**config.mk**
```make
export PLATFORM = sky130hd
export DESIGN_NAME = sample_record_group_builder
export DESIGN_NICKNAME = d
export VERILOG_FILES = /design/src/hdl/record_builder_pkg.sv /design/src/hdl/sample_record_group_builder.sv /design/src/hdl/bit_population.sv
export VERILOG_INCLUDE_DIRS = /design/src /design/src/hdl
export SDC_FILE = /design/constraint.sdc
export NUM_CORES = 1
export LEC_CHECK = 0
export BUFFER_PORTS_ARGS = -buffer_cell sky130_fd_sc_hd__clkbuf_2
export CAP_MARGIN = 0
export CORE_MARGIN = 4
export CORE_UTILIZATION = 35
export DETAILED_ROUTE_END_ITERATION = 8
export MAX_ROUTING_LAYER = met4
export SLEW_MARGIN = 20
export SYNTH_ARGS = -nofsm -noshare
export SYNTH_HDL_FRONTEND = slang
export SYNTH_HIERARCHICAL = 1
export SYNTH_SLANG_ARGS = --single-unit
```
**constraint.sdc**
```tcl
create_clock -name core_clk_i -period 11 [get_ports core_clk_i]
set_input_delay 2.2 -clock core_clk_i [delete_from_list [all_inputs] [get_ports core_clk_i]]
set_output_delay 2.2 -clock core_clk_i [all_outputs]
set_load 0.01 [all_outputs]
```
**src/hdl/record_builder_regs.svh**
```systemverilog
// register layout, field positions and record geometry for the sampling record group builder
// How it works
// - basic group always heads every record
// - config bit 0 adds memory group
// - config bit 1 adds general register group
// - config bit 2 adds vector register group
// - config bit 3 adds branch history entries
// - branch entries equal count field plus one
// - config bit 4 enables counter value capture
// - bit 5 records/clears metrics with fourth fixed
// - bits 47:32 general mask, present bits only
// - bits 55:48 fixed mask, present bits only
// - reserved bit write faults, no update
// - writes ignored while monitoring unavailable
// - counters group when counters or metrics set
// - header: general, fixed, metrics, reserved words
// - general counter x needs counters and bit 32+x
// - fixed counter x needs counters and bit 48+x
// - metrics need metrics and bit 51; vector 3
// - clear metric register and fourth fixed afterwards
// - values follow: general, fixed, then metrics
// - metrics bit0 base value, bit1 metric register
// - counters group bytes 16 plus 8 per bit
// - unselected groups absent, groups packed tightly
// - branch entries from stack top, wrapping downward
// - outside 64-bit mode zero upper/extended registers
`ifndef RECORD_BUILDER_REGS_SVH
`define RECORD_BUILDER_REGS_SVH

// configuration register fields
`define CFG_RESET 64'h0000_0000_0000_0000
`define CFG_RESERVED_MASK 64'hFF00_0000_00FF_FFC0
`define CFG_MEM_BIT 0
`define CFG_GPR_BIT 1
`define CFG_VEC_BIT 2
`define CFG_BRANCH_BIT 3
`define CFG_COUNTERS_BIT 4
`define CFG_METRICS_BIT 5
`define CFG_ENTRY_LSB 24
`define CFG_ENTRY_MSB 31
`define CFG_GEN_LSB 32
`define CFG_GEN_MSB 47
`define CFG_FIX_LSB 48
`define CFG_FIX_MSB 55
`define CFG_FIX3_BIT 51

// group lengths in 64-bit words
`define BASIC_WORDS 10'h004
`define MEM_WORDS 10'h004
`define GPR_WORDS 10'h012
`define VEC_WORDS 10'h020
`define BRANCH_ENTRY_WORDS 10'h003
`define CNT_HDR_WORDS 10'h002
`define CNT_SLOTS 10'h01A
`define METRICS_VECTOR_BOTH 32'h0000_0003

// general and vector register word ranges
`define GPR_LEGACY_FIRST 10'h002
`define GPR_LEGACY_LAST 10'h009
`define GPR_EXT_FIRST 10'h00A
`define VEC_EXT_FIRST 10'h010

// counter slot numbering inside the value scan
`define SLOT_FIX_FIRST 10'h010
`define SLOT_MET_FIRST 10'h018
`define SLOT_MET_DATA 10'h019

`endif

```
**src/hdl/record_builder_pkg.sv**
```systemverilog
// types shared by the sampling record group builder
package record_builder_pkg;

    // assembly sequencer states, one-hot
    typedef enum logic [7:0] {
        ST_IDLE = 8'h01,
        ST_BASIC = 8'h02,
        ST_MEM = 8'h04,
        ST_GPR = 8'h08,
        ST_VEC = 8'h10,
        ST_BRANCH = 8'h20,
        ST_CNT_HDR = 8'h40,
        ST_CNT_VAL = 8'h80
    } build_state_t;

    // source group selector presented to the data fetch port
    typedef enum logic [2:0] {
        SRC_NONE = 3'h0,
        SRC_BASIC = 3'h1,
        SRC_MEM = 3'h2,
        SRC_GPR = 3'h3,
        SRC_VEC = 3'h4,
        SRC_BRANCH = 3'h5,
        SRC_COUNTER = 3'h6
    } src_group_t;

endpackage

```
**src/hdl/sample_record_group_builder.sv**
```systemverilog
// configuration register and record assembler for adaptive precise sampling records
`timescale 1ns/1ps
`default_nettype none
`include "record_builder_regs.svh"
module sample_record_group_builder
    import record_builder_pkg::*;
#(
    parameter int GEN_COUNTERS = 16,
    parameter int FIX_COUNTERS = 8,
    parameter int BRANCH_IMPL = 32
) (
    // clock and reset
    input wire logic core_clk_i,
    input wire logic rst_n_i,
    // configuration register write and readback
    input wire logic cfg_wr_i,
    input wire logic [63:0] cfg_wdata_i,
    output logic [63:0] cfg_rdata_o,
    output logic general_protection_fault_o,
    // processor capability and mode
    input wire logic monitoring_available_i,
    input wire logic metrics_available_i,
    input wire logic [GEN_COUNTERS-1:0] general_counter_present_i,
    input wire logic [FIX_COUNTERS-1:0] fixed_counter_present_i,
    input wire logic mode64_i,
    input wire logic [7:0] branch_stack_top_i,
    // record request
    input wire logic sample_req_i,
    output logic busy_o,
    // source data fetch, answered in the same cycle
    output src_group_t src_group_o,
    output logic [7:0] src_index_o,
    output logic [1:0] src_word_o,
    input wire logic [63:0] src_data_i,
    // record word stream toward the sampling buffer
    output logic rec_valid_o,
    output logic [63:0] rec_data_o,
    output logic rec_last_o,
    input wire logic rec_ready_i,
    output logic [15:0] rec_bytes_o,
    output logic [15:0] cnt_group_bytes_o,
    // clears topdown metric register and fourth fixed counter
    output logic metrics_clear_o
);

    // ---------------- configuration register ----------------
    logic [63:0] cfg_r; // software visible configuration
    logic [63:0] cfg_nxt;
    logic fault_r; // one-cycle fault pulse
    wire wr_live = cfg_wr_i && monitoring_available_i;
    wire wr_bad = wr_live && ((cfg_wdata_i & `CFG_RESERVED_MASK) != 64'h0);

    // writable mask: capability bits limit what sticks
    logic [63:0] wr_mask;
    always_comb begin
        wr_mask = 64'h0000_0000_FF00_001F;
        wr_mask[`CFG_METRICS_BIT] = metrics_available_i;
        wr_mask[`CFG_GEN_LSB +: GEN_COUNTERS] = general_counter_present_i;
        wr_mask[`CFG_FIX_LSB +: FIX_COUNTERS] = fixed_counter_present_i;
    end
    assign cfg_nxt = cfg_wdata_i & wr_mask;

    // register update; a faulting write leaves the old value
    always_ff @(posedge core_clk_i) begin
        if (!rst_n_i) begin
            cfg_r <= `CFG_RESET;
            fault_r <= 1'b0;
        end else begin
            fault_r <= wr_bad;
            if (wr_live && !wr_bad) begin
                cfg_r <= cfg_nxt;
            end
        end
    end
    assign cfg_rdata_o = cfg_r;
    assign general_protection_fault_o = fault_r;

    // ---------------- record geometry ----------------
    build_state_t state_r;
    logic [63:0] act_cfg_r; // snapshot so a mid-record write cannot tear it
    wire idle = (state_r == ST_IDLE);
    wire [63:0] use_cfg = idle ? cfg_r : act_cfg_r;

    wire en_mem = use_cfg[`CFG_MEM_BIT];
    wire en_gpr = use_cfg[`CFG_GPR_BIT];
    wire en_vec = use_cfg[`CFG_VEC_BIT];
    wire en_br = use_cfg[`CFG_BRANCH_BIT];
    wire en_cnt = use_cfg[`CFG_COUNTERS_BIT];
    wire en_met = use_cfg[`CFG_METRICS_BIT];
    wire en_grp = en_cnt || en_met;

    // header vectors, zero-extended to 32 bits
    wire [15:0] gen_vec = en_cnt ? use_cfg[`CFG_GEN_MSB:`CFG_GEN_LSB] : 16'h0000;
    wire [7:0] fix_vec = en_cnt ? use_cfg[`CFG_FIX_MSB:`CFG_FIX_LSB] : 8'h00;
    wire met_on = en_met && use_cfg[`CFG_FIX3_BIT];
    wire [31:0] met_vec = met_on ? `METRICS_VECTOR_BOTH : 32'h0000_0000;

    // entry count is field plus one, up to 256
    wire [8:0] br_entries = {1'b0, use_cfg[`CFG_ENTRY_MSB:`CFG_ENTRY_LSB]} + 9'h001;
    wire [10:0] br_words = 11'(br_entries) * 11'h003;

    logic [4:0] vec_pop;
    bit_population #(
        .WIDTH(26),
        .CW(5)
    ) u_pop (
        .bits_i({met_vec[1:0], fix_vec, gen_vec}),
        .count_o(vec_pop)
    );

    // group bytes = 16 + 8 per set vector bit
    wire [15:0] cnt_bytes = 16'h0010 + {8'h00, vec_pop, 3'b000};

    // record size sums only the groups selected, no padding between them
    wire [15:0] rec_bytes_calc = 16'h0020
        + (en_mem ? 16'h0020 : 16'h0000)
        + (en_gpr ? 16'h0090 : 16'h0000)
        + (en_vec ? 16'h0100 : 16'h0000)
        + (en_br ? {2'b00, br_words, 3'b000} : 16'h0000)
        + (en_grp ? cnt_bytes : 16'h0000);

    // ---------------- sequencer ----------------
    logic [9:0] idx_r; // word or slot index inside the group
    logic [1:0] sub_r; // word within a branch entry
    logic [7:0] slot_r; // branch stack slot being read
    logic [12:0] words_left_r; // words still to emit in this record
    logic [15:0] rec_bytes_r;
    logic [15:0] cnt_bytes_r;
    logic out_valid_r;
    logic [63:0] out_data_r;
    logic out_last_r;
    logic clear_r;

    wire advance = !out_valid_r || rec_ready_i; // output slot free

    // length of the current group in steps
    logic [9:0] grp_len;
    always_comb begin
        case (state_r)
            ST_BASIC: grp_len = `BASIC_WORDS;
            ST_MEM: grp_len = `MEM_WORDS;
            ST_GPR: grp_len = `GPR_WORDS;
            ST_VEC: grp_len = `VEC_WORDS;
            ST_BRANCH: grp_len = br_words[9:0];
            ST_CNT_HDR: grp_len = `CNT_HDR_WORDS;
            ST_CNT_VAL: grp_len = `CNT_SLOTS;
            default: grp_len = 10'h001;
        endcase
    end
    wire grp_end = (idx_r == grp_len - 10'h001);

    // next selected group after the current one, fixed order
    build_state_t nxt_grp;
    always_comb begin
        nxt_grp = ST_IDLE;
        case (state_r)
            ST_BASIC: nxt_grp = en_mem ? ST_MEM : en_gpr ? ST_GPR : en_vec ? ST_VEC
                : en_br ? ST_BRANCH : en_grp ? ST_CNT_HDR : ST_IDLE;
            ST_MEM: nxt_grp = en_gpr ? ST_GPR : en_vec ? ST_VEC
                : en_br ? ST_BRANCH : en_grp ? ST_CNT_HDR : ST_IDLE;
            ST_GPR: nxt_grp = en_vec ? ST_VEC : en_br ? ST_BRANCH : en_grp ? ST_CNT_HDR : ST_IDLE;
            ST_VEC: nxt_grp = en_br ? ST_BRANCH : en_grp ? ST_CNT_HDR : ST_IDLE;
            ST_BRANCH: nxt_grp = en_grp ? ST_CNT_HDR : ST_IDLE;
            ST_CNT_HDR: nxt_grp = ST_CNT_VAL;
            default: nxt_grp = ST_IDLE;
        endcase
    end

    // counter slot scan: general, then fixed, then metric words
    logic slot_set;
    always_comb begin
        if (idx_r < `SLOT_FIX_FIRST) begin
            slot_set = gen_vec[idx_r[3:0]];
        end else if (idx_r < `SLOT_MET_FIRST) begin
            slot_set = fix_vec[idx_r[2:0]];
        end else begin
            slot_set = met_vec[idx_r[0]];
        end
    end

    // register-mode zeroing outside 64-bit mode
    wire gpr_zero_hi = (state_r == ST_GPR) && !mode64_i
        && (idx_r >= `GPR_LEGACY_FIRST) && (idx_r <= `GPR_LEGACY_LAST);
    wire gpr_zero_all = (state_r == ST_GPR) && !mode64_i && (idx_r >= `GPR_EXT_FIRST);
    wire vec_zero = (state_r == ST_VEC) && !mode64_i && (idx_r >= `VEC_EXT_FIRST);

    // word to emit this step
    logic emit;
    logic [63:0] cur_word;
    always_comb begin
        emit = 1'b0;
        cur_word = src_data_i;
        case (state_r)
            ST_BASIC, ST_MEM, ST_GPR, ST_VEC, ST_BRANCH: begin
                emit = 1'b1;
                if (gpr_zero_all || vec_zero) begin
                    cur_word = 64'h0;
                end else if (gpr_zero_hi) begin
                    cur_word = {32'h0000_0000, src_data_i[31:0]};
                end
            end
            ST_CNT_HDR: begin
                emit = 1'b1;
                // first word: general then fixed vector; second: metrics then reserved
                cur_word = (idx_r == 10'h000) ? {24'h000000, fix_vec, 16'h0000, gen_vec}
                    : {32'h0000_0000, met_vec};
            end
            ST_CNT_VAL: begin
                emit = slot_set; // unset slots take a cycle but no space
            end
            default: begin
                emit = 1'b0;
            end
        endcase
    end

    // fetch port addressing
    always_comb begin
        src_index_o = idx_r[7:0];
        src_word_o = 2'b00;
        case (state_r)
            ST_BASIC: src_group_o = SRC_BASIC;
            ST_MEM: src_group_o = SRC_MEM;
            ST_GPR: src_group_o = SRC_GPR;
            ST_VEC: src_group_o = SRC_VEC;
            ST_BRANCH: begin
                src_group_o = SRC_BRANCH;
                src_index_o = slot_r;
                src_word_o = sub_r;
            end
            ST_CNT_VAL: src_group_o = SRC_COUNTER;
            default: src_group_o = SRC_NONE;
        endcase
    end

    // stepping wrap for the branch stack walk
    wire [7:0] slot_dec = (slot_r == 8'h00) ? 8'(BRANCH_IMPL - 1) : slot_r - 8'h01;
    wire [7:0] top_mod = (branch_stack_top_i >= 8'(BRANCH_IMPL))
        ? branch_stack_top_i - 8'(BRANCH_IMPL) : branch_stack_top_i;
    wire met_data_go = (state_r == ST_CNT_VAL) && (idx_r == `SLOT_MET_DATA) && met_vec[1] && advance;

    // sequencer state and counters
    always_ff @(posedge core_clk_i) begin
        if (!rst_n_i) begin
            state_r <= ST_IDLE;
            act_cfg_r <= `CFG_RESET;
            idx_r <= 10'h000;
            sub_r <= 2'b00;
            slot_r <= 8'h00;
            words_left_r <= 13'h0000;
            rec_bytes_r <= 16'h0000;
            cnt_bytes_r <= 16'h0000;
        end else if (idle) begin
            if (sample_req_i) begin
                state_r <= ST_BASIC;
                act_cfg_r <= cfg_r;
                idx_r <= 10'h000;
                sub_r <= 2'b00;
                slot_r <= top_mod;
                words_left_r <= rec_bytes_calc[15:3];
                rec_bytes_r <= rec_bytes_calc;
                cnt_bytes_r <= en_grp ? cnt_bytes : 16'h0000;
            end
        end else if (advance) begin
            if (emit) begin
                words_left_r <= words_left_r - 13'h0001;
            end
            if (state_r == ST_BRANCH) begin
                // three words per entry, then step down the stack
                if (sub_r == 2'b10) begin
                    sub_r <= 2'b00;
                    slot_r <= slot_dec;
                end else begin
                    sub_r <= sub_r + 2'b01;
                end
            end
            if (grp_end) begin
                state_r <= nxt_grp;
                idx_r <= 10'h000;
            end else begin
                idx_r <= idx_r + 10'h001;
            end
        end
    end

    // output word register and metrics clear pulse
    always_ff @(posedge core_clk_i) begin
        if (!rst_n_i) begin
            out_valid_r <= 1'b0;
            out_data_r <= 64'h0;
            out_last_r <= 1'b0;
            clear_r <= 1'b0;
        end else begin
            // clear only once the metric data word has been taken into the record
            clear_r <= met_data_go;
            if (advance) begin
                out_valid_r <= emit;
                out_data_r <= emit ? cur_word : out_data_r;
                out_last_r <= emit && (words_left_r == 13'h0001);
            end
        end
    end

    assign busy_o = !idle || out_valid_r;
    assign rec_valid_o = out_valid_r;
    assign rec_data_o = out_data_r;
    assign rec_last_o = out_last_r;
    assign rec_bytes_o = rec_bytes_r;
    assign cnt_group_bytes_o = cnt_bytes_r;
    assign metrics_clear_o = clear_r;

endmodule
`default_nettype wire

```
**src/hdl/bit_population.sv**
```systemverilog
// population count of a bit vector
`timescale 1ns/1ps
`default_nettype none
module bit_population #(
    parameter int WIDTH = 26,
    parameter int CW = 5
) (
    // vector in
    input wire logic [WIDTH-1:0] bits_i,
    // number of set bits
    output logic [CW-1:0] count_o
);
    // plain adder chain; width is small so depth is harmless
    always_comb begin
        count_o = '0;
        for (int i = 0; i < WIDTH; i++) begin
            count_o = count_o + CW'(bits_i[i]);
        end
    end
endmodule
`default_nettype wire

```
==> results of run 1 <==
final cells by class:
cell class	count	area, sq um	area share, %
inverters	78	298	1.94
clock buffers	35	713	4.65
flip-flops and latches	203	4060	26.5
clock inverters	11	111	0.726
multi-input cells	1277	7910	51.5
repair buffers	323	1660	10.8
well taps	468	586	3.82
diodes	2	5.00	0.0326
registers in the layout (all words and copies together), names as in the netlist:
signal and cells:
general_protection_fault_o 1, cfg_rdata_o 38, idx_r 10, rec_bytes_o 12
cnt_group_bytes_o 6, slot_r 8, rec_last_o 1, act_cfg_r 38
sub_r 2, state_r 8, rec_data_o 64, metrics_clear_o 1
rec_valid_o 1, words_left_r 13
worst max-delay path, delay by kind of cell, from the launching register on:
family,cells,cell delay (ns)
adders and majority gates,11,4.76
AOI/OAI and AO/OA,7,1.36
buffers and inverters,6,0.35
muxes,2,0.51
xor gates and xnor gates,2,0.33
DFF,1,0.42
and+or+nand+nor,8,1.84
final timing paths:
check | end | slack, ns | cells past startpoint | start
setup reg to reg | words_left_r[10] | 1.31 | 36 | state_r[6]
setup / recovery | words_left_r[10] | 1.31 | 36 | state_r[6]
hold reg to reg | rec_data_o[53] | 0.45 | 2 | rec_data_o[53]
hold / removal | rec_data_o[53] | 0.45 | 2 | rec_data_o[53]
metal layers:
metal,vias to the layer above,routed length [um]
li1,6237,-
met1,5955,18700
met2,449,20500
met3,76,2570
met4,0,1350
met5,-,0
placed cells by master, fill, tap and decap left out, types with 6 or more instances in the layout:
cell       count
nand4_1       12
nor4_1        11
ha_1          41
nor2_1       117
a31oi_1       12
nand2_1      311
mux4_2         7
conb_1        40
o21ai_0       43
inv_1         76
o31ai_1        6
nor3_1        53
dfxtp_1      203
a21oi_1      176
nand4b_1       6
clkbuf_2     305
and2_1        10
nand3_1       99
nand2b_1      10
or3_1         13
nor3b_1        7
a22oi_1        6
buf_4         18
and3_1        13
fa_1          24
a221oi_1      24
o211ai_1      12
xnor2_1       23
mux2i_1       38
nor2b_1       12
a211oi_1      15
xor2_1        20
clkbuf_16     25
power breakdown:
part | switching, W | internal (W) | total (W)
Clock | 0.000350 | 0.000482 | 0.000832
Combinational | 0.000686 | 0.000347 | 0.00103
Sequential | 0.0000682 | 0.000807 | 0.000875
Total | 0.00110 | 0.00164 | 0.00274
stage by stage:
step	utilization, %	cell area, sq um	std cells	setup WS (ns)	hold slack [ns]
final	42.0	15300	2397	1.31	0.453
after global routing	42.0	15300	2396	0.618	0.471
after CTS	42.0	15300	2395	1.35	0.453
after detailed placement	39.7	14500	2349	1.43	0.445
after global placement	39.7	14500	2349	1.65	0.438
after floorplan	-	13000	1715	2.11	0.432
cells by family (layout without fill, tap and decap cells):
group	Yosys count	count (layout)	share of synthesized area [%]
compound gates	361	361	18.0
xor+xnor	44	44	3.09
fa+ha+maj	65	65	7.70
buf+inv	235	447	8.50
flops	203	203	31.5
mux	50	50	4.70
other cells	1	42	0.0291
simple gates	717	717	26.5
==> run metrics, run 1 <==
Final Critical Period=9.69 ns; met1 usage=a little over a quarter; status=completed; asr flop ratio synth=0%; Hold-fix buffers, CTS=0; drt drc=0; most frequent cells after synthesis=nand2_1 (313), dfxtp_1 (203), a21oi_1 (176); Peak Freq=103 MHz; # clock sinks=203; Avg Vias per Cell=about 5.3; vias in the first global route=12300; Post-synth EDFFs=0; setup bufs post-CTS=0; top-count cell post-synth=nand2_1; core area=around 37000 sq um; DPL Wire Length=31.8 mm; Worst Skew=about 0.019 ns; routing usage on met2=34.3%; # H-tree levels=1; Syn. warnings=6; via count=around 13000; clock root cell=clkbuf_16; post-layout net count=roughly 2100; worst-path fanout max=22; top post-synthesis cells by area=dfxtp_1 (32%), nand2_1 (9.1%), a21oi_1 (6.8%); largest net degree at the start of global routing=99; fin. max-slew vios=0; Post-Synthesis Cells=between 1500 and 2000; top flip-flop cell by instance count after synthesis=dfxtp_1; Initial Util=a little over a third; routability cong.=just over 0.9; layout cells sized above 1=roughly 22%; worst endpoint required time=between 10 and 15 ns; GRT Overall Usage=between 20% and 30%; cts repair resizes=0; Slowest-stage cell, CP=nor4_4; RSZ-0062 raised after global routing=no; most frequent CP cell=fa_1; Power Density=around 180 nW/um^2; M3 GR Usage=3.91%; Die X=roughly 200 um; Post-Syn Area=approximately 13000 sq um; Final period util=around nine tenths; sequential area share after synthesis=about a third; Filler Cell Count=3705; MaxCap Viol Count=0; crit path kind=register to register; Yosys reg bits=203; global route hottest layer=met2; dominant cell type by area after synthesis=dfxtp_1; DRT iter0 DRCs=around 950; clk slew on worst S/H paths=about 0.060 ns; Max VDD drop=roughly 0.13 mV; Hold Fails Final Rpt=0; Slew headroom=between 30% and 40%; port bufs=between 300 and 400; slew at the pin closest to its max-slew limit=about 1.0 ns; LEAKAGE=about 6.3 nW; Pre-antenna DRT Iters=5; post-route ant nets=0; Distinct cells, synth=96; initial antenna violation count=2; CTS tree=yes; Crit path largest cell delay=0.64 ns; worst-skew pair later-pin latency=approximately 0.55 ns; num ports=roughly 350; Power Total=about 0.0027 W; die area=~40000 sq um; Setup Viol. Count Final=0; global-route wire length before repair=~67 mm; Final TNS setup=0 ns; DR WL/cell=approximately 18 um; die height=between 150 and 200 um; syn_area_per_cell=around 7.7 sq um; classification of the worst-slack hold path=register to register; Longest Clk Path Bufs=3; Critical Path Start Type=register; clock buffer count from CTS=25; Setup crit end kind=register; # rows=70; Routed WL=about 43 mm; top-area cell type share of the netlist area=a little under a third; GRT Residual Overflow=0; CP Data Arrival Time=a little over 10 ns; area grow syn2layout=19.0%
(Power assumes the default switching activity.)
==> inputs of run 2 (changes only) <==
- CAP_MARGIN: 0 -> unset
- SYNTH_HIERARCHICAL: 1 -> unset
==> run 2 against run 1 <==
Net effect:
- critical path depth shrank 2
- via count shrank 0.49%
- hold slack lost 0.0027 ns
- final area shrank 1.8%
- die area shrank 2.3%
- clock-buffer cell count shrank 2
- first-iteration DRC count shrank 7.8%
- critical path type unchanged
==> run metrics, run 2 <==
Setup crit end kind=register; Worst Skew=approximately 0.017 ns; worst-skew pair later-pin latency=between 0.5 and 0.6 ns; num ports=approximately 350; WHS=roughly 0.45 ns; largest family of logic cells by synthesized area=simple AND/OR/NAND/NOR gates; # clock sinks=about 200; post-synthesis mux area share=about 3.8%; Worst path depth=34; port bufs=roughly 310; core area=roughly 36000 sq um; Final Critical Period=~9.3 ns; # H-tree levels=1; area share of and/or/nand/nor cells after synthesis=a little over a quarter; Final TNS setup=0 ns; routability cong.=between 0.9 and 1; Detail Route met3 WL=roughly 2.9 mm; top-area cell type share of the netlist area=32.3%; Hold Fails Final Rpt=0; top routing layer in use=met4; classification of the worst-slack hold path=register to register; slew at the pin closest to its max-slew limit=between 1 and 1.5 ns; CP Data Arrival Time=9.70 ns; CTS tree=yes; Pre-antenna DRT Iters=5; setup bufs post-CTS=0; dominant cell type by area after synthesis=dfxtp_1; fin. max-slew vios=0; Setup Viol. Count Final=0; most frequent CP cell=fa_1; Post-Syn Area=around 13000 sq um; Post-synth EDFFs=0; Max VDD drop=around 0.11 mV; DP Area=roughly 14000 sq um; DPL Wire Length=approximately 32 mm; MaxCap Viol Count=0; Longest Clk Path Bufs=3; largest net degree at the start of global routing=111; most frequent cells in the layout=nand2_1 (309), clkbuf_2 (305), nor2_1 (208), dfxtp_1 (203), a21oi_1 (184); antenna cells=0; post-route ant nets=0; top post-synthesis cells by area=dfxtp_1 (32%), nand2_1 (9.2%), a21oi_1 (7.4%); XOR/XNOR Fraction of Synth Area=around 2.9%; status=completed; Avg Vias per Cell=about 5.3; worst endpoint required time=around 11 ns; Crit path largest cell delay=between 0.5 and 0.6 ns; post-route cell area=approximately 15000 sq um; top flip-flop cell by instance count after synthesis=dfxtp_1; most frequent cells after synthesis=nand2_1 (310), nor2_1 (209), dfxtp_1 (203); Slowest-stage cell, CP=fa_1; die height=198 um; via count=12700; critical path endpoint=words_left_r[9]; clk slew on worst S/H paths=0.06 ns; Hold-fix buffers, CTS=0; initial antenna violation count=0; fin cells=about 2400; Synth Area in Compound Gates=between 10% and 20%; Final period util=between 80% and 90%; max FFs per register=between 60 and 70; family with the most delay on the worst path=adder cells; post-layout net count=2158; global-route wire length before repair=roughly 66 mm; DP Cell Count=roughly 2400; Critical Path Start Type=register; cts repair resizes=0; Initial Util=a little over a third; syn_area_per_cell=~7.5 sq um; crit path launch=state_r[6]; register area=a little over 4000 sq um; R2R Path Start=state_r[6]; Post-Synthesis Cells=1686; DRT iter0 DRCs=877; Power Density=165 nW/um^2; clock buffer count from CTS=25; # rows=69; WP buf/inv=6; sequential area share after synthesis=about 32%; M1 wire length=18.7 mm; worst-path fanout max=21; crit path kind=register to register; drt drc=0; Syn. warnings=0; vias in the first global route=roughly 12000; GRT Residual Overflow=0; FF-to-FF End=words_left_r[9]; clock root cell=clkbuf_16; Yosys reg bits=approximately 200; Routed WL=between 40 and 50 mm; Slew headroom=a little under a third; layout cells sized above 1=between 20% and 30%; area of the multi-input gates=roughly 7700 sq um; most common cell after layout, fill and taps aside=nand2_1; RSZ-0062 raised after global routing=no; Distinct cells, synth=approximately 70; routed wl met2=about 20 mm; R2R depth=34; Filler Cell Count=between 3000 and 4000; Die X=between 150 and 200 um; GRT Overall Usage=about a fifth; top-count cell post-synth=nand2_1; die area=roughly 39000 sq um; Peak Freq=~110 MHz; final core occ=a little over two fifths; area grow syn2layout=19.6%; LEAKAGE=6.43 nW; asr flop ratio synth=0%; r2r setup slk=1.66 ns; DR WL/cell=17.9 um; synthesized-area fraction occupied by adder cells=roughly 8.3%
-- run 2: cell count changes in the layout (fill, tap and decap cells not counted), sizes merged, moves of 11 or more --
cell,previous run,this run
inv,80,58
mux2i,39,14
a221oi,25,13
nor2b,13,24
nand3,101,71
a31oi,13,27
o21ai,46,60
nor2,119,209
nor3,54,36
-- run 2: report_power, final --
group	total (W)	internal, W	leakage, nW	switching [W]
clock network	0.000814	0.000484	0.393	0.000329
registers	0.000841	0.000791	1.64	0.0000504
logic	0.000829	0.000277	4.39	0.000552
total	0.00248	0.00155	6.43	0.000932
-- run 2: per-stage QoR --
stage,power (W),setup slack (ns)
6_report,0.00248,1.66
5_1_grt,0.00263,0.999
4_1_cts,0.00250,1.65
3_5_place_dp,0.00168,1.69
3_3_place_gp,0.00166,1.95
2_1_floorplan,0.00145,2.41
-- run 2: routing by layer --
layer / track usage [%] / up-vias
met3: 3.16 / 77
met5: - / -
met1: 28.4 / 5909
met4: 6.07 / 0
li1: - / 6188
met2: 34.0 / 481
-- run 2: logic make-up after synthesis --
family          count (synthesis)
fa+ha+maj                      69
mux                            29
simple gates                  762
compound gates                368
buf+inv                       213
xor+xnor                       41
flops                         203
other cells                     1
-- run 2: layout make-up --
| cell class | count | share of cell area [%] |
|---|---|---|
| tap | 461 | 3.83 |
| clock inverter | 10 | 0.756 |
| clock buffer | 33 | 4.55 |
| timing repair buffer | 325 | 11.1 |
| inverter | 57 | 1.45 |
| sequential | 203 | 27.0 |
| multi-input combinational | 1309 | 51.3 |
-- run 2: worst register-to-register path: cells and delay by family (launching register included) --
family                     cells  cell delay [ns]
DFF                            1             0.43
buffers and inverters          6             0.63
adders and majority gates     11             4.75
and+or+nand+nor                5             1.19
xor gates and xnor gates       2             0.35
AOI/OAI and AO/OA              9             1.63
muxes                          1             0.20
-- run 2: worst min-delay path by stage --
stage / start / to / depth (start not counted) / slack [ns]
floorplan: act_cfg_r[39] / act_cfg_r[39] / 2 / 0.43
detailed placement: act_cfg_r[52] / act_cfg_r[52] / 2 / 0.44
CTS: act_cfg_r[52] / act_cfg_r[52] / 2 / 0.45
finish: act_cfg_r[52] / act_cfg_r[52] / 2 / 0.45
global placement: act_cfg_r[52] / act_cfg_r[52] / 2 / 0.44
global route: act_cfg_r[47] / act_cfg_r[47] / 2 / 0.46
